==> config.mk <==
export PLATFORM = sky130hd
export DESIGN_NAME = low_power_mode_controller
export DESIGN_NICKNAME = d
export VERILOG_FILES = /design/src/inc/lpm_pkg.sv /design/src/verilog/low_power_mode_controller.sv
export SDC_FILE = /design/constraint.sdc
export NUM_CORES = 1
export LEC_CHECK = 0
export BUFFER_PORTS_ARGS = -buffer_cell sky130_fd_sc_hd__buf_2
export CAP_MARGIN = 20
export CORE_ASPECT_RATIO = 0.5
export CORE_MARGIN = 2
export CORE_UTILIZATION = 40
export CTS_BUF_LIST = sky130_fd_sc_hd__clkbuf_2
export DETAILED_ROUTE_END_ITERATION = 12
export PLACE_DENSITY = 0.69
export SYNTH_ARGS = -nofsm -noshare
export SYNTH_HDL_FRONTEND = slang
export SYNTH_SLANG_ARGS = --single-unit
export TNS_END_PERCENT = 100
==> constraint.sdc <==
create_clock -name clk_i -period 4 [get_ports clk_i]
set_clock_uncertainty 0.15 [all_clocks]
set_input_delay 0.2 -clock clk_i [delete_from_list [all_inputs] [get_ports clk_i]]
set_output_delay 0.2 -clock clk_i [all_outputs]
set_load 0.02 [all_outputs]
==> src/inc/lpm_pkg.sv <==
// constants, types and register map of the low power mode controller
// assumes a 32-bit classic wishbone register bus and a 25 MHz system clock
package lpm_pkg;

  // register byte offsets
  localparam logic [7:0] OFS_CTRL_ONE   = 8'h00; // power_mgmt_control_one
  localparam logic [7:0] OFS_CTRL_TWO   = 8'h04; // power_mgmt_control_two
  localparam logic [7:0] OFS_SYS_OPT    = 8'h08; // system_option_one
  localparam logic [7:0] OFS_DBG_CTRL   = 8'h0c; // debug_status_control
  localparam logic [7:0] OFS_MODE_STAT  = 8'h10; // current mode, read only
  localparam int         ADDR_W         = 8;

  // field positions
  localparam int BIT_LOWVOLT_DETECT_ENABLE   = 0; // lowvolt_detect_enable
  localparam int BIT_LOWVOLT_DETECT_IN_STOP_ENABLE  = 1; // lowvolt_detect_in_stop_enable
  localparam int BIT_LPR    = 0; // low_power_run_request
  localparam int BIT_LOW_POWER_RUN_STATUS   = 1; // low_power_run_status, read only
  localparam int BIT_WUI    = 2; // regulator_wake_on_irq
  localparam int BIT_POWERDOWN_CONTROL   = 3; // powerdown_control
  localparam int BIT_POWERDOWN_WAKE_FLAG   = 4; // powerdown_wake_flag, read only
  localparam int BIT_POWERDOWN_ACKNOWLEDGE = 5; // powerdown_acknowledge, write one, reads zero
  localparam int BIT_STOP_INSTRUCTION_ENABLE  = 0; // stop_instruction_enable
  localparam int BIT_DEBUG_MODE_ENABLE  = 0; // debug_mode_enable

  // reset values
  localparam logic RST_STOP_INSTRUCTION_ENABLE = 1'b0;
  localparam logic RST_DEBUG_MODE_ENABLE = 1'b0;
  localparam logic RST_LOWVOLT_DETECT_ENABLE  = 1'b1;
  localparam logic RST_LOWVOLT_DETECT_IN_STOP_ENABLE = 1'b0;

  localparam int PIN_W = 8; // latched pin control width
  localparam int MODE_W = 6;

  // one-hot operating modes
  typedef enum logic [MODE_W-1:0] {
    MODE_RUN    = 6'h01,
    MODE_LOW_POWER_RUN_MODE  = 6'h02,
    MODE_WAIT   = 6'h04,
    MODE_LOW_POWER_WAIT_MODE = 6'h08,
    MODE_LIGHT  = 6'h10, // light_stop
    MODE_PPD    = 6'h20  // partial_powerdown_stop
  } mode_t;

  // regulator states driven out
  typedef enum logic [1:0] {
    REG_FULL    = 2'h0,
    REG_STANDBY = 2'h1,
    REG_PARTIAL = 2'h2
  } reg_state_t;

  // outcome of a stop instruction
  typedef enum logic [1:0] {
    SEL_ILLEGAL = 2'h0,
    SEL_LIGHT   = 2'h1,
    SEL_PPD     = 2'h2
  } stop_sel_t;

  // wake and debug events from the surroundings
  typedef struct packed {
    logic reset_pin_n; // reset pin level
    logic irq_pin_n;   // interrupt request pin level
    logic tod_irq;     // time_of_day_unit interrupt
    logic irq;         // any enabled interrupt pending
    logic bg_cmd;      // background command pulse
    logic mem_stat_cmd; // memory-access-with-status command pulse
  } wake_t;

  // clock enables driven out
  typedef struct packed {
    logic cpu;
    logic bus;
    logic debug;
  } clk_en_t;

endpackage : lpm_pkg

==> src/verilog/low_power_mode_controller.sv <==
// low power mode controller: run, wait, low power run/wait and the two stops
// assumes synchronous inputs on clk_i, a classic wishbone master and a core
// that pulses wait_exec_i / stop_exec_i once per executed instruction
`timescale 1ns/1ns
module low_power_mode_controller
  import lpm_pkg::*;
(
  input  wire logic              clk_i,           // 25 MHz system clock
  input  wire logic              rst_n_i,         // synchronous power-on reset
  input  wire logic              wb_cyc_i,        // wishbone cycle
  input  wire logic              wb_stb_i,        // wishbone strobe
  input  wire logic              wb_we_i,         // wishbone write enable
  input  wire logic [3:0]        wb_sel_i,        // wishbone byte selects
  input  wire logic [ADDR_W-1:0] wb_adr_i,        // wishbone byte address
  input  wire logic [31:0]       wb_dat_i,        // wishbone write data
  output logic      [31:0]       wb_dat_o,        // wishbone read data
  output logic                   wb_ack_o,        // wishbone acknowledge
  input  wire logic              wait_exec_i,     // wait instruction executed
  input  wire logic              stop_exec_i,     // stop instruction executed
  input  wire wake_t             wake_i,          // wake and debug events
  input  wire logic [PIN_W-1:0]  pin_ctrl_i,      // live pin control signals
  output logic      [PIN_W-1:0]  pin_ctrl_o,      // pin control to pads
  output logic                   pin_latched_o,   // pad controls are frozen
  output logic                   display_drive_o, // display drivers active
  output clk_en_t                clk_en_o,        // clock enables
  output reg_state_t             regulator_o,     // regulator state
  output logic                   reset_vector_o,  // pulse: take reset vector
  output logic                   irq_vector_o,    // pulse: service interrupt
  output logic                   illegal_rst_o,   // pulse: illegal opcode reset
  output logic                   module_rst_o,    // pulse: reset other modules
  output logic                   debug_err_o,     // pulse: stop-or-wait error
  output logic                   debug_wake_o,    // pulse: enter debug mode
  output mode_t                  mode_o           // current mode
);

  mode_t            mode_reg, mode_next;
  logic             lpr_reg, low_power_run_status_reg, wui_reg, powerdown_control_reg, powerdown_wake_flag_reg;
  logic             lowvolt_detect_enable_reg, lowvolt_detect_in_stop_enable_reg, stop_instruction_enable_reg, debug_mode_enable_reg;
  logic             wui_entry_reg, from_lp_reg, stop_full_reg, stop_dbg_reg;
  logic             rst_pin_prev_reg, ack_reg;
  logic [31:0]      rdata_reg;
  logic [PIN_W-1:0] pin_hold_reg, pin_out_reg;
  logic             rst_out_reg, irq_out_reg, ill_out_reg, mrst_out_reg;
  logic             err_out_reg, dwake_out_reg;

  // stop kind selection, used by both run modes
  function automatic stop_sel_t stop_kind(input logic stop_instruction_enable, input logic debug_mode_enable,
                                          input logic lowvolt_detect_enable, input logic lowvolt_detect_in_stop_enable,
                                          input logic powerdown_control);
    if (!stop_instruction_enable)
      return SEL_ILLEGAL;
    else if (debug_mode_enable || (lowvolt_detect_enable && lowvolt_detect_in_stop_enable) || !powerdown_control)
      return SEL_LIGHT;
    else
      return SEL_PPD;
  endfunction

  // bus decode: the write lands on the edge where the master sees ack
  wire bus_req  = wb_cyc_i & wb_stb_i;
  wire wr_take  = bus_req & wb_we_i & ack_reg & wb_sel_i[0];
  wire wr_one   = wr_take & (wb_adr_i == OFS_CTRL_ONE);
  wire wr_two   = wr_take & (wb_adr_i == OFS_CTRL_TWO);
  wire wr_opt   = wr_take & (wb_adr_i == OFS_SYS_OPT);
  wire wr_dbg   = wr_take & (wb_adr_i == OFS_DBG_CTRL);

  // interlock against current and same-write values
  // a request that already stands is kept; only a fresh set gives way
  wire lpr_set_ok  = wb_dat_i[BIT_LPR] & ~powerdown_control_reg & (~wb_dat_i[BIT_POWERDOWN_CONTROL] | lpr_reg);
  wire powerdown_control_set_ok = wb_dat_i[BIT_POWERDOWN_CONTROL] & ~lpr_reg;
  wire ack_write   = wr_two & wb_dat_i[BIT_POWERDOWN_ACKNOWLEDGE];

  // mode decode
  wire in_stop   = (mode_reg == MODE_LIGHT) | (mode_reg == MODE_PPD);
  wire in_wait   = (mode_reg == MODE_WAIT) | (mode_reg == MODE_LOW_POWER_WAIT_MODE);
  wire lp_mode   = (mode_reg == MODE_LOW_POWER_RUN_MODE) | (mode_reg == MODE_LOW_POWER_WAIT_MODE);
  wire in_run    = (mode_reg == MODE_RUN) | (mode_reg == MODE_LOW_POWER_RUN_MODE);
  wire rst_evt   = rst_pin_prev_reg & ~wake_i.reset_pin_n;
  wire dbg_evt   = wake_i.bg_cmd & debug_mode_enable_reg & (in_stop | in_wait);
  wire ppd_wake  = (mode_reg == MODE_PPD) &
                   (~wake_i.reset_pin_n | ~wake_i.irq_pin_n | wake_i.tod_irq);
  wire stop_go   = in_run & stop_exec_i & ~rst_evt;
  wire stop_ill  = stop_go & (stop_kind(stop_instruction_enable_reg, debug_mode_enable_reg, lowvolt_detect_enable_reg,
                                        lowvolt_detect_in_stop_enable_reg, powerdown_control_reg) == SEL_ILLEGAL);
  wire any_rst   = rst_evt | stop_ill;
  wire irq_wake  = wake_i.irq & (in_wait | mode_reg == MODE_LIGHT) & ~any_rst & ~dbg_evt;
  wire lp_target = wui_entry_reg ? 1'b0 : 1'b1; // low power return wanted
  // wake bit honoured on interrupt in low power run itself
  wire low_power_run_mode_wui = (mode_reg == MODE_LOW_POWER_RUN_MODE) & wake_i.irq & wui_reg;

  // next mode
  always_comb begin
    mode_next = mode_reg;
    unique case (mode_reg)
      MODE_RUN: begin
        if (stop_go && !stop_ill)
          mode_next = (stop_kind(stop_instruction_enable_reg, debug_mode_enable_reg, lowvolt_detect_enable_reg, lowvolt_detect_in_stop_enable_reg, powerdown_control_reg)
                       == SEL_PPD) ? MODE_PPD : MODE_LIGHT;
        else if (wait_exec_i)
          mode_next = MODE_WAIT;
        else if (lpr_reg)
          mode_next = MODE_LOW_POWER_RUN_MODE;
      end
      MODE_LOW_POWER_RUN_MODE: begin
        if (stop_go && !stop_ill)
          mode_next = MODE_LIGHT;
        else if (wait_exec_i)
          mode_next = MODE_LOW_POWER_WAIT_MODE;
        else if (!lpr_reg || low_power_run_mode_wui)
          mode_next = MODE_RUN;
      end
      MODE_WAIT: begin
        if (irq_wake || dbg_evt)
          mode_next = MODE_RUN;
      end
      MODE_LOW_POWER_WAIT_MODE: begin
        if (irq_wake)
          mode_next = lp_target ? MODE_LOW_POWER_RUN_MODE : MODE_RUN;
        else if (dbg_evt)
          mode_next = MODE_RUN;
      end
      MODE_LIGHT: begin
        if (irq_wake)
          mode_next = (from_lp_reg && lp_target) ? MODE_LOW_POWER_RUN_MODE : MODE_RUN;
        else if (dbg_evt)
          mode_next = MODE_RUN;
      end
      MODE_PPD: begin
        if (ppd_wake)
          mode_next = MODE_RUN;
      end
      default: mode_next = MODE_RUN;
    endcase
    if (any_rst)
      mode_next = MODE_RUN;
  end

  // low power run request is dropped on reset or wake-bit exit
  wire lp_exit_full = (lp_mode | (mode_reg == MODE_LIGHT & from_lp_reg)) &
                      (mode_next == MODE_RUN) & ~dbg_evt;
  wire lp_clear     = any_rst | lp_exit_full | low_power_run_mode_wui;

  always_ff @(posedge clk_i) begin
    if (!rst_n_i)
      mode_reg <= MODE_RUN;
    else
      mode_reg <= mode_next;
  end

  // context captured at wait or stop entry; kept through light stop
  always_ff @(posedge clk_i) begin
    if (!rst_n_i) begin
      wui_entry_reg <= 1'b0;
      from_lp_reg   <= 1'b0;
      stop_full_reg <= 1'b0;
      stop_dbg_reg  <= 1'b0;
    end else if (in_run && mode_next != mode_reg && mode_next != MODE_RUN) begin
      wui_entry_reg <= wui_reg;
      from_lp_reg   <= (mode_reg == MODE_LOW_POWER_RUN_MODE);
      stop_full_reg <= debug_mode_enable_reg | (lowvolt_detect_enable_reg & lowvolt_detect_in_stop_enable_reg);
      stop_dbg_reg  <= debug_mode_enable_reg;
    end
  end

  // power management registers survive partial powerdown wake
  always_ff @(posedge clk_i) begin
    if (!rst_n_i) begin
      lpr_reg   <= 1'b0;
      wui_reg   <= 1'b0;
      powerdown_control_reg  <= 1'b0;
      lowvolt_detect_enable_reg  <= RST_LOWVOLT_DETECT_ENABLE;
      lowvolt_detect_in_stop_enable_reg <= RST_LOWVOLT_DETECT_IN_STOP_ENABLE;
    end else begin
      if (wr_one) begin
        lowvolt_detect_enable_reg  <= wb_dat_i[BIT_LOWVOLT_DETECT_ENABLE];
        lowvolt_detect_in_stop_enable_reg <= wb_dat_i[BIT_LOWVOLT_DETECT_IN_STOP_ENABLE];
      end
      if (wr_two) begin
        wui_reg  <= wb_dat_i[BIT_WUI];
        powerdown_control_reg <= powerdown_control_set_ok;
      end
      // software sets and clears the request
      if (lp_clear)
        lpr_reg <= 1'b0;
      else if (wr_two)
        lpr_reg <= lpr_set_ok;
    end
  end

  // status is one in low power run and wait and in light stop entered from low power run
  always_ff @(posedge clk_i) begin
    if (!rst_n_i)
      low_power_run_status_reg <= 1'b0;
    else
      low_power_run_status_reg <= (mode_next == MODE_LOW_POWER_RUN_MODE) | (mode_next == MODE_LOW_POWER_WAIT_MODE) |
                  ((mode_next == MODE_LIGHT) &
                   ((mode_reg == MODE_LOW_POWER_RUN_MODE) | (in_stop & from_lp_reg)));
  end

  // module registers: cleared by any reset or powerdown wake
  always_ff @(posedge clk_i) begin
    if (!rst_n_i || any_rst || ppd_wake) begin
      stop_instruction_enable_reg <= RST_STOP_INSTRUCTION_ENABLE;
      debug_mode_enable_reg <= RST_DEBUG_MODE_ENABLE;
    end else begin
      if (wr_opt)
        stop_instruction_enable_reg <= wb_dat_i[BIT_STOP_INSTRUCTION_ENABLE];
      if (wr_dbg)
        debug_mode_enable_reg <= wb_dat_i[BIT_DEBUG_MODE_ENABLE];
    end
  end

  // wake flag and latch held until acknowledge; the set wins
  always_ff @(posedge clk_i) begin
    if (!rst_n_i)
      powerdown_wake_flag_reg <= 1'b0;
    else if (ppd_wake)
      powerdown_wake_flag_reg <= 1'b1;
    else if (ack_write)
      powerdown_wake_flag_reg <= 1'b0;
  end

  // pin controls captured on powerdown entry
  always_ff @(posedge clk_i) begin
    if (!rst_n_i)
      pin_hold_reg <= '0;
    else if (mode_next == MODE_PPD && mode_reg != MODE_PPD)
      pin_hold_reg <= pin_ctrl_i;
  end

  // latch stays closed while in partial powerdown stop or until acknowledged
  wire latched = (mode_reg == MODE_PPD) | powerdown_wake_flag_reg;
  always_ff @(posedge clk_i) begin
    if (!rst_n_i)
      pin_out_reg <= '0;
    else
      pin_out_reg <= (latched || mode_next == MODE_PPD) ?
                     ((mode_reg == MODE_PPD || powerdown_wake_flag_reg) ? pin_hold_reg : pin_ctrl_i) :
                     pin_ctrl_i;
  end

  // event pulses toward the core and debug block
  always_ff @(posedge clk_i) begin
    if (!rst_n_i) begin
      rst_pin_prev_reg <= 1'b1;
      rst_out_reg      <= 1'b0;
      irq_out_reg      <= 1'b0;
      ill_out_reg      <= 1'b0;
      mrst_out_reg     <= 1'b0;
      err_out_reg      <= 1'b0;
      dwake_out_reg    <= 1'b0;
    end else begin
      rst_pin_prev_reg <= wake_i.reset_pin_n;
      ill_out_reg   <= stop_ill;
      rst_out_reg   <= any_rst | ppd_wake;
      mrst_out_reg  <= any_rst | ppd_wake;
      irq_out_reg   <= irq_wake | low_power_run_mode_wui;
      err_out_reg   <= wake_i.mem_stat_cmd & (in_stop | in_wait);
      dwake_out_reg <= dbg_evt;
    end
  end

  // wishbone slave: one wait state, unmapped reads return zero
  always_ff @(posedge clk_i) begin
    if (!rst_n_i) begin
      ack_reg   <= 1'b0;
      rdata_reg <= '0;
    end else begin
      ack_reg   <= bus_req & ~ack_reg;
      rdata_reg <= '0;
      unique case (wb_adr_i)
        OFS_CTRL_ONE: begin
          rdata_reg[BIT_LOWVOLT_DETECT_ENABLE]  <= lowvolt_detect_enable_reg;
          rdata_reg[BIT_LOWVOLT_DETECT_IN_STOP_ENABLE] <= lowvolt_detect_in_stop_enable_reg;
        end
        OFS_CTRL_TWO: begin
          rdata_reg[BIT_LPR]  <= lpr_reg;
          rdata_reg[BIT_LOW_POWER_RUN_STATUS] <= low_power_run_status_reg;
          rdata_reg[BIT_WUI]  <= wui_reg;
          rdata_reg[BIT_POWERDOWN_CONTROL] <= powerdown_control_reg;
          rdata_reg[BIT_POWERDOWN_WAKE_FLAG] <= powerdown_wake_flag_reg;
        end
        OFS_SYS_OPT:   rdata_reg[BIT_STOP_INSTRUCTION_ENABLE] <= stop_instruction_enable_reg;
        OFS_DBG_CTRL:  rdata_reg[BIT_DEBUG_MODE_ENABLE] <= debug_mode_enable_reg;
        OFS_MODE_STAT: rdata_reg[MODE_W-1:0] <= mode_reg;
        default:       rdata_reg <= '0;
      endcase
    end
  end

  // output decode; clocks follow the mode register directly
  assign wb_ack_o        = ack_reg;
  assign wb_dat_o        = rdata_reg;
  assign mode_o          = mode_reg;
  assign pin_ctrl_o      = pin_out_reg;
  assign pin_latched_o   = latched;
  assign display_drive_o = 1'b1; // display keeps driving in every mode
  assign clk_en_o.cpu    = in_run;
  assign clk_en_o.bus    = ~in_stop;
  assign clk_en_o.debug  = debug_mode_enable_reg & (~in_stop | stop_dbg_reg);
  assign regulator_o     = (mode_reg == MODE_PPD) ? REG_PARTIAL :
                           (mode_reg == MODE_LIGHT) ?
                             (stop_full_reg ? REG_FULL : REG_STANDBY) :
                           lp_mode ? REG_STANDBY : REG_FULL;
  assign reset_vector_o  = rst_out_reg;
  assign irq_vector_o    = irq_out_reg;
  assign illegal_rst_o   = ill_out_reg;
  assign module_rst_o    = mrst_out_reg;
  assign debug_err_o     = err_out_reg;
  assign debug_wake_o    = dwake_out_reg;
endmodule : low_power_mode_controller

==> results of run 1 <==
worst paths after layout:
kind,startpoint,end,slack [ns],cells after the start
hold reg to reg,wb_ack_o,wb_ack_o,0.30,1
setup / recovery,mode_o[2],pin_latched_o,0.82,5
setup reg to reg,mode_o[5],stop_full_reg,1.08,6
hold / removal,wb_adr_i[4],wb_dat_o[5],0.05,4
placed cells by master (no fill, tap or decap), drive strengths merged, types with 7 or more instances in the layout:
| cell type | count |
|---|---|
| o21ai | 13 |
| nand2 | 19 |
| dlygate4sd3 | 30 |
| nand3 | 13 |
| a21oi | 14 |
| nor2 | 47 |
| buf | 68 |
| nor3 | 8 |
| nor2b | 7 |
| dfxtp | 48 |
| mux2i | 24 |
| conb | 27 |
| inv | 8 |
| nand2b | 8 |
metal layers:
layer | GRT usage (%) | share of wire [%]
met5 | 0 | 0
met4 | 5.747 | 1.1
met3 | 5.435 | 11
met2 | 28.94 | 42
met1 | 27.61 | 46
cells in the mapped netlist, drive strengths merged, types with 2 or more instances:
library cell  instances
dfxtp                48
nor2                 47
buf                  36
mux2i                24
nand2                19
clkbuf               16
a21oi                14
nand3                13
o21ai                13
inv                   8
nand2b                8
nor3                  8
nor2b                 7
a211oi                5
nor4                  5
nand3b                4
nor3b                 4
nor4b                 4
o211ai                4
or2                   4
a211o                 3
a22oi                 3
a31oi                 3
and2                  3
o22ai                 3
xor2                  3
a2111oi               2
a221o                 2
a41oi                 2
and3                  2
conb                  2
o31ai                 2
or3                   2
worst min-delay path, delay by kind of cell:
kind / cells / cell delay (ns)
buf+inv: 1 / 0.15
simple gates: 3 / 0.29
area by class of cell:
type                    count  area [um^2]
clock buffers               5        25.02
multi-input cells         259         1600
clock inverters             1        30.03
inverters                   8        30.03
repair buffers             98        643.1
fillers                   649         3348
well taps                  92        115.1
flip-flops and latches     48        960.9
cell families after synthesis:
kind of cell           count (synthesis)  share of synthesized area (%)
buffers and inverters                 60                          12.55
XOR/XNOR                               4                          1.242
flip-flops                            48                          34.06
multiplexers                          24                          8.514
AO/OA/AOI/OAI                         68                          18.27
AND/OR/NAND/NOR                      136                          25.10
other                                  2                         0.2662
through the flow:
stage / cell area (um^2) / total power [mW] / utilization [%] / setup slack [ns]
floorplan: 2915 / 0.6240 / - / 1.432
global placement: 3049 / 0.6439 / 45.15 / 1.138
detailed placement: 3049 / 0.6442 / 45.15 / 1.196
CTS: 3405 / 0.9133 / 50.42 / 0.8246
global route: 3405 / 0.9556 / 50.42 / 0.6216
finish: 3405 / 0.9103 / 50.42 / 0.8173
power groups by stage:
stage / sequential, mW / clock (mW) / combinational [mW]
5_1_grt: 0.500 / 0.284 / 0.172
3_3_place_gp: 0.507 / 0 / 0.137
2_1_floorplan: 0.511 / 0 / 0.113
3_5_place_dp: 0.507 / 0 / 0.137
6_report: 0.498 / 0.254 / 0.158
4_1_cts: 0.498 / 0.259 / 0.156
==> key figures, run 1 <==
Run status
  – Status: finished clean

Global routing
  – First-pass GRT wire length: 11890 um
  – Initial antenna violation count: 0
  – GRT Util Overall: 19.60%
  – Largest net degree at the start of global routing: 31
  – GRT overflow: 0
  – Vias in the first global route: 2426

Yosys
  – Yosys top cell by area: dfxtp_1
  – Main area contributors after synthesis: dfxtp_1 (34%), mux2i_1 (8.5%), buf_4 (7.7%)
  – Synth Instances: 342
  – Share of the synthesized area in the top cell type: 34.06%
  – Mean Syn Cell Area: 8.250 um^2
  – Post-synth EDFFs: 0
  – YS warnings: 0
  – Seq cells post-synth: 48
  – Seq/Total Area, Yosys: 34.06%
  – Ys flop type: dfxtp_1
  – FFs w/ async S/R, synth: 0%
  – Synthesized cell area: 0.002821 mm^2
  – Synth cell types: 61

Power
  – Sw Ratio: 28.79%
  – Gate power share: 17.4%
  – Worst vdd ir: 0.1526 mV
  – P_sw: 262.1 uW
  – Clock power share: 27.9%
  – Reg power frac: 54.7%
  – Leak pwr: 1.442 nW
  – Internal power: 648.2 uW
  – P per Cell Area: 267.4 mW/mm^2

Drt
  – DRT Wirelength: 7406 um
  – 1st-pass router iterations: 5
  – DR vias: 2717
  – Initial DRC count: 194
  – Wire length per cell: 14.49 um
  – DRC Markers: 0
  – Vias/cell: 5.317
  – Detail Route Antenna Nets: 0

STA
  – FMAX: 314.2 MHz
  – Worst Tran Pin Value: 1.009 ns
  – Tmin final: 3.183 ns
  – Slew Limit Fails: 0
  – Final setup fails: 0
  – Post-route clock period utilization: 79.57%
  – Final Hold Vio Count: 0
  – RSZ-0062 raised after global routing: no
  – Setup TNS: 0 ns
  – WHS: 0.05217 ns
  – Max_slew headroom: 32.65%

Floorplanning
  – Starting Density: 41.78%
  – Height of the die: 63.39 um
  – Die area: 0.007782 mm^2
  – Row Count: 21
  – Area of the core: 0.006753 mm^2
  – Top-Level Pins: 125
  – Die X: 122.8 um

Hold path
  – Hold WC Path Type: in2reg

Clocking
  – CTS Buf Count: 5
  – H-tree lvl count: 2
  – Clock Latency Late Sink: 0.45 ns
  – CTS tree: yes
  – Root Buffer Master: clkbuf_2
  – Post_cts resized: 0
  – Hold_buf cts: 30
  – Reg clk slew, reported paths: 0.24 ns
  – Clk sinks: 48
  – CTS max path bufs: 2
  – Postcts setup bufs: 0

Worst setup path
  – Kind of critical path: reg2out
  – Worst setup SP type: flop
  – Crit path max-delay family: simple AND/OR/NAND/NOR gates
  – CP max FO: 19
  – CP Buf/Inv Count: 2
  – WP data required: 3.65 ns
  – CP max-delay cell: dfxtp_1
  – Critical Path Most Common Cell: nor2_1
  – Worst setup EP type: output port
  – WP data arrival: 2.83 ns
  – Crit-path cells: nor2_1 > and2_1 > nor2_1 > inv_1 > buf_2
  – Max stage delay on crit path: 0.80 ns

Final layout
  – Post-Layout Cell Count: 511
  – Synth-to-layout area growth: 20.67%
  – Layout cells sized above 1: 20.29%
  – Final nets: 485
  – Number of antenna diodes: 0

Placement
  – Dpl cells: 475
  – Routability cong.: 0.9368
  – I/O Buffers: 67
  – Dpl hpwl: 5131 um

Flow run
  – Max cap viols: 0
Power figures use the tool's default switching activity.
==> run 2, diff against run 1 <==
--- a/config.mk
+++ b/config.mk
@@ -12,7 +12,7 @@
 export CORE_UTILIZATION = 40
 export CTS_BUF_LIST = sky130_fd_sc_hd__clkbuf_2
 export DETAILED_ROUTE_END_ITERATION = 12
-export PLACE_DENSITY = 0.69
+export PLACE_DENSITY = 0.72
 export SYNTH_ARGS = -nofsm -noshare
 export SYNTH_HDL_FRONTEND = slang
 export SYNTH_SLANG_ARGS = --single-unit
==> constraint.sdc (replaced) <==
create_clock -name clk_i -period 2.7 [get_ports clk_i]
set_clock_uncertainty 0.15 [all_clocks]
set_input_delay 0.135 -clock clk_i [delete_from_list [all_inputs] [get_ports clk_i]]
set_output_delay 0.135 -clock clk_i [all_outputs]
set_load 0.02 [all_outputs]
==> run 2 against run 1 <==
Effect of this change:
- routed wire length increased by 7.0%
- cell count is 5.9% higher
- sequential share of layout area is 2.0 points lower
- largest cell class unchanged
==> key figures, run 2 (synthesis results as in run 1) <==
STA
  – Final Hold Vio Count: 0 (unchanged)
  – WHS: 0.05434 ns (+0.002169 ns)
  – Final setup fails: 0 (unchanged)
  – Max_slew headroom: 36.76% (+4.1 points)
  – Slew Limit Fails: 0 (unchanged)
  – Tmin final: 2.602 ns
  – Worst Tran Pin Value: 0.9476 ns (-0.06148 ns)
  – FMAX: 384.3 MHz
  – Post-route clock period utilization: 96.38%
  – Final setup margin: 0.09777 ns (-0.7195 ns)

Worst setup path
  – WP data required: 2.89 ns (-0.76 ns)
  – CP max FO: 7 (-12)
  – Worst setup EP type: flop
  – R2R Path Start: mode_o[2]
  – WP data arrival: 2.79 ns (-0.04 ns)
  – Kind of critical path: reg2reg
  – Setup crit start: mode_o[2]
  – Worst setup SP type: flop

Hold path
  – Hold Crit Start: wb_adr_i[7]
  – Hold WC Path Type: in2reg

Final layout
  – Multi-input gate area: 0.001634 mm^2 (+2.1%)
  – Layout cells sized above 1: 25.39% (+5.1 points)
  – Leading cell types in the layout, fill and taps excluded: buf_2 (67), dfxtp_1 (48), nor2_1 (47)
  – Final nets: 513 (+5.8%)
  – Design area: 0.003671 mm^2 (+7.8%)
  – Synth-to-layout area growth: 30.11%
  – Number of antenna diodes: 0 (unchanged)
  – Commonest non-fill, non-tap cell in the layout: buf_2
  – Register area: 960.9 um^2 (unchanged)
  – FILL cells: 623 (-4.0%)

Placement
  – Dpl hpwl: 5619 um (+9.5%)
  – I/O Buffers: 67 (unchanged)
  – Placement Setup Slack: 0.2018 ns (-0.9945 ns)
  – Placed Instance Area: 0.003229 mm^2 (+5.9%)
  – Routability cong.: 0.8947 (-4.5%)

Clocking
  – Clock Latency Late Sink: 0.44 ns (about the same)
  – Postcts setup bufs: 0 (unchanged)
  – Reg clk slew, reported paths: 0.26 ns (+0.02 ns)
  – Clk sinks: 48 (unchanged)
  – CTS Buf Count: 5 (unchanged)
  – CTS tree: yes
  – CTS max path bufs: 2 (unchanged)
  – Root Buffer Master: clkbuf_2
  – H-tree lvl count: 2 (unchanged)

Floorplanning
  – Height of the die: 63.39 um (unchanged)
  – Die X: 122.8 um (unchanged)
  – Row Count: 21 (unchanged)
  – Starting Density: 41.78% (unchanged)
  – Area of the core: 0.006753 mm^2 (unchanged)
  – Die area: 0.007782 mm^2 (unchanged)
  – Top-Level Pins: 125 (unchanged)

Drt
  – DRC Markers: 0 (unchanged)
  – 1st-pass router iterations: 4 (-1)
  – Wire length per cell: 14.64 um (+1.0%)
  – Initial DRC count: 165 (-15%)
  – Vias/cell: 5.305 (-0.23%)
  – Detail Route Antenna Nets: 0 (unchanged)
  – DR vias: 2870 (+5.6%)
  – DRT Wirelength: 7921 um (+7.0%)

Global routing
  – First-pass GRT wire length: 12510 um (+5.2%)
  – Largest net degree at the start of global routing: 31 (unchanged)
  – GRT Util Overall: 20.34% (+0.74 points)
  – GRT overflow: 0 (unchanged)
  – Initial antenna violation count: 0 (unchanged)
  – Vias in the first global route: 2591 (+6.8%)

Run status
  – Status: finished clean

Power
  – P per Cell Area: 381.8 mW/mm^2 (+43%)
  – Leak pwr: 1.590 nW (+10%)
  – Worst vdd ir: 0.2068 mV (+35%)
  – Total chip power: 1.402 mW (+54%)

Flow run
  – Max cap viols: 0 (unchanged)
[run 2: cell count changes in the layout (fill, tap and decap cells not counted), sizes merged]
cell | before | now
buf | 68 | 92
dlygate4sd3 | 30 | 34
clkinv | 0 | 2
[run 2: final timing paths]
kind                            slack, ns  depth (start not counted)            end
worst max-delay path                  0.1                          6  stop_full_reg
worst min-delay path                 0.05                          5    wb_dat_o[5]
worst max register to register        0.1                          6  stop_full_reg
worst min register to register       0.34                          1       wb_ack_o
[run 2: what timing repair did]
action	CTS	global route
endpoints found under the hold margin	39	1
resized for setup	0	5
hold buffers	33	1
endpoints found under the setup margin	0	3
[run 2: area by class of cell]
class	instances	area share, %
timing repair buffer	126	23.52
clock inverter	3	1.159
sequential	48	26.18
inverter	8	0.8180
tap	92	3.136
clock buffer	5	0.6817
multi-input combinational	259	44.51
[run 2: worst max-delay path, stage by stage (launching register included)]
cell       delay, ns
dfxtp_1         0.39
or4_4           0.61
nor3_4          0.30
a41oi_4         0.18
a2111oi_4       0.49
a211oi_1        0.17
a211oi_2        0.21
[run 2: layer usage]
layer  global-route usage, %  vias up  part of all wire, %
met1                   28.29     1346                   47
li1                        -     1373                    -
met3                   5.797       16                  8.6
met2                   30.73      135                   43
met5                       0        -                    0
met4                   5.316        0                  1.9
[run 2: where the power goes]
group	internal, mW	switching (mW)
combinational	0.110	0.162
clock	0.155	0.242
sequential	0.725	0.00788
[run 2: stage by stage]
step / TNS, ns / util [%] / cells
after floorplan: 0 / - / 367
after detailed placement: 0 / 47.82 / 499
after global placement: 0 / 47.82 / 499
after global routing: -0.02771 / 54.36 / 541
after CTS: 0 / 53.72 / 540
final: 0 / 54.36 / 541
==> run 3, diff against run 2 <==
--- a/config.mk
+++ b/config.mk
@@ -12,7 +12,9 @@
 export CORE_UTILIZATION = 40
 export CTS_BUF_LIST = sky130_fd_sc_hd__clkbuf_2
 export DETAILED_ROUTE_END_ITERATION = 12
+export MAX_ROUTING_LAYER = met4
 export PLACE_DENSITY = 0.72
+export SKIP_CTS_REPAIR_TIMING = 1
 export SYNTH_ARGS = -nofsm -noshare
 export SYNTH_HDL_FRONTEND = slang
 export SYNTH_SLANG_ARGS = --single-unit
==> run 3 against run 2 <==
Effect of this change:
- cell count rose by 0.37%
- clock power rose by 46%
- total power rose by 13%
- clock-buffer cell count did not move
- critical path depth did not move
- largest power group unchanged
==> key figures, run 3 (synthesis results as in run 1) <==
Worst setup path
  – CP Buf/Inv Count: 1 (+1)
  – CP max FO: 4 (-3)
  – Crit-path cells: and4b_1 > nor4bb_1 > nor3b_1 > mux2i_1 > dlygate4sd3_1 > nand2_1
  – Worst setup EP type: flop
  – Crit path max-delay family: simple AND/OR/NAND/NOR gates
  – Worst setup SP type: flop
  – CP max-delay cell: dlygate4sd3_1
  – Kind of critical path: reg2reg
  – WP data required: 2.91 ns (+0.02 ns)
  – Max stage delay on crit path: 0.55 ns (-0.06 ns)
  – WP data arrival: 2.76 ns (-0.03 ns)

Clocking
  – H-tree lvl count: 2 (unchanged)
  – CTS max path bufs: 2 (unchanged)
  – Clk sinks: 48 (unchanged)
  – CTS Buf Count: 5 (unchanged)
  – Root Buffer Master: clkbuf_2
  – Reg clk slew, reported paths: 0.24 ns (-0.02 ns)
  – Clock Latency Late Sink: 0.44 ns (about the same)
  – CTS tree: yes

Placement
  – Placed Instance Area: 0.003244 mm^2 (+0.46%)
  – Placement Setup Slack: 0.2462 ns (+0.04441 ns)
  – I/O Buffers: 67 (unchanged)
  – Routability cong.: 0.8850 (-1.1%)
  – Dpl hpwl: 5646 um (+0.49%)

STA
  – Final Hold Vio Count: 0 (unchanged)
  – Setup TNS: 0 ns (unchanged)
  – WHS: 0.02785 ns (-0.02649 ns)
  – Tmin final: 2.551 ns (-0.05109 ns)
  – Final setup fails: 0 (unchanged)
  – Worst Tran Pin Value: 0.9895 ns (+0.04185 ns)
  – Post-route clock period utilization: 94.49% (-1.9 points)
  – Final setup margin: 0.1489 ns (+0.05109 ns)
  – Max_slew headroom: 33.96% (-2.8 points)
  – FMAX: 392.0 MHz (+2.0%)
  – RSZ-0062 raised after global routing: no
  – Slew Limit Fails: 0 (unchanged)

Drt
  – DRT Wirelength: 7845 um (-0.96%)
  – DR vias: 2806 (-2.2%)
  – DRC Markers: 0 (unchanged)
  – 1st-pass router iterations: 4 (unchanged)
  – Wire length per cell: 14.45 um (-1.3%)
  – Vias/cell: 5.168 (-2.6%)
  – Initial DRC count: 295 (+79%)
  – Detail Route Antenna Nets: 0 (unchanged)

Global routing
  – GRT overflow: 0 (unchanged)
  – Met1 usage: 28.00% (-0.29 points)
  – Vias in the first global route: 2389 (-7.8%)
  – Gr busiest metal: met2
  – GRT Util Overall: 20.24% (-0.097 points)
  – GRT met3 Usage: 5.707% (-0.091 points)
  – Largest net degree at the start of global routing: 31 (unchanged)
  – Global Route met2 Usage: 28.73% (-2.0 points)
  – First-pass GRT wire length: 11920 um (-4.7%)
  – Initial antenna violation count: 0 (unchanged)

Final layout
  – Number of antenna diodes: 0 (unchanged)
  – Layout cells sized above 1: 25.28% (-0.11 points)
  – FILL cells: 638 (+2.4%)
  – Leading cell types in the layout, fill and taps excluded: buf_2 (67), dfxtp_1 (48), nor2_1 (47)
  – Commonest non-fill, non-tap cell in the layout: buf_2
  – Design area: 0.003706 mm^2 (+0.95%)
  – Synth-to-layout area growth: 31.35%
  – Register area: 960.9 um^2 (unchanged)
  – Multi-input gate area: 0.001607 mm^2 (-1.7%)
  – Final nets: 515 (+0.39%)

Run status
  – Status: finished clean

Power
  – Leak pwr: 1.627 nW (+2.3%)
  – P per Cell Area: 426.0 mW/mm^2 (+12%)
  – Worst vdd ir: 0.2699 mV (+30%)

Floorplanning
  – Height of the die: 63.39 um (unchanged)
  – Die area: 0.007782 mm^2 (unchanged)
  – Die X: 122.8 um (unchanged)
  – Row Count: 21 (unchanged)
  – Top-Level Pins: 125 (unchanged)
  – Area of the core: 0.006753 mm^2 (unchanged)
  – Starting Density: 41.78% (unchanged)

Hold path
  – Hold WC Path Type: in2reg

Flow run
  – Max cap viols: 0 (unchanged)
[run 3: cell count changes in the layout (fill, tap and decap cells not counted), sizes merged]
cell,previous run,this run
clkinv,2,0
buf,92,94
bufinv,1,3
[run 3: stage by stage]
stage	power [mW]	cells	utilization, %
after floorplan	0.9245	367	-
after global placement	0.9765	501	48.05
after detailed placement	0.9782	501	48.05
after CTS	1.557	509	49.75
after global routing	1.650	543	54.88
final	1.579	543	54.88
[run 3: path summary, 6_finish.rpt]
path	startpoint	to	slack, ns	cells past startpoint
worst min-delay path	wb_adr_i[4]	wb_dat_o[1]	0.03	4
worst max-delay path	wb_ack_o	lowvolt_detect_enable_reg	0.15	6
worst max register to register	wb_ack_o	lowvolt_detect_enable_reg	0.15	6
worst min register to register	wb_ack_o	wb_ack_o	0.31	1
[run 3: per-layer routing]
layer  share of wire [%]  vias to the layer above  routed length [um]
li1                    -                     1374                   -
met1                  46                     1296                3629
met2                  43                      123                3353
met3                 9.3                       13                 733
met4                 1.6                        0                 128
met5                   0                        -                   0
[run 3: final cells by class]
class / count / share of cell area (%)
clock inverters: 3 / 2.431
flip-flops and latches: 48 / 25.93
multi-input cells: 259 / 43.35
clock buffers: 5 / 0.6752
well taps: 92 / 3.106
repair buffers: 128 / 23.70
inverters: 8 / 0.8103
[run 3: worst register-to-register path, delay by kind of cell (launching register included)]
| family | cells | cell delay (ns) |
|---|---|---|
| mux | 1 | 0.22 |
| simple gates | 4 | 1.13 |
| buf+inv | 1 | 0.55 |
| flops | 1 | 0.40 |
[run 3: report_power, final]
group | leakage (nW) | switching (mW) | internal, mW
Combinational | 1.17 | 0.158 | 0.110
Clock | 0.0632 | 0.237 | 0.341
Sequential | 0.390 | 0.00766 | 0.725
Total | 1.63 | 0.403 | 1.18
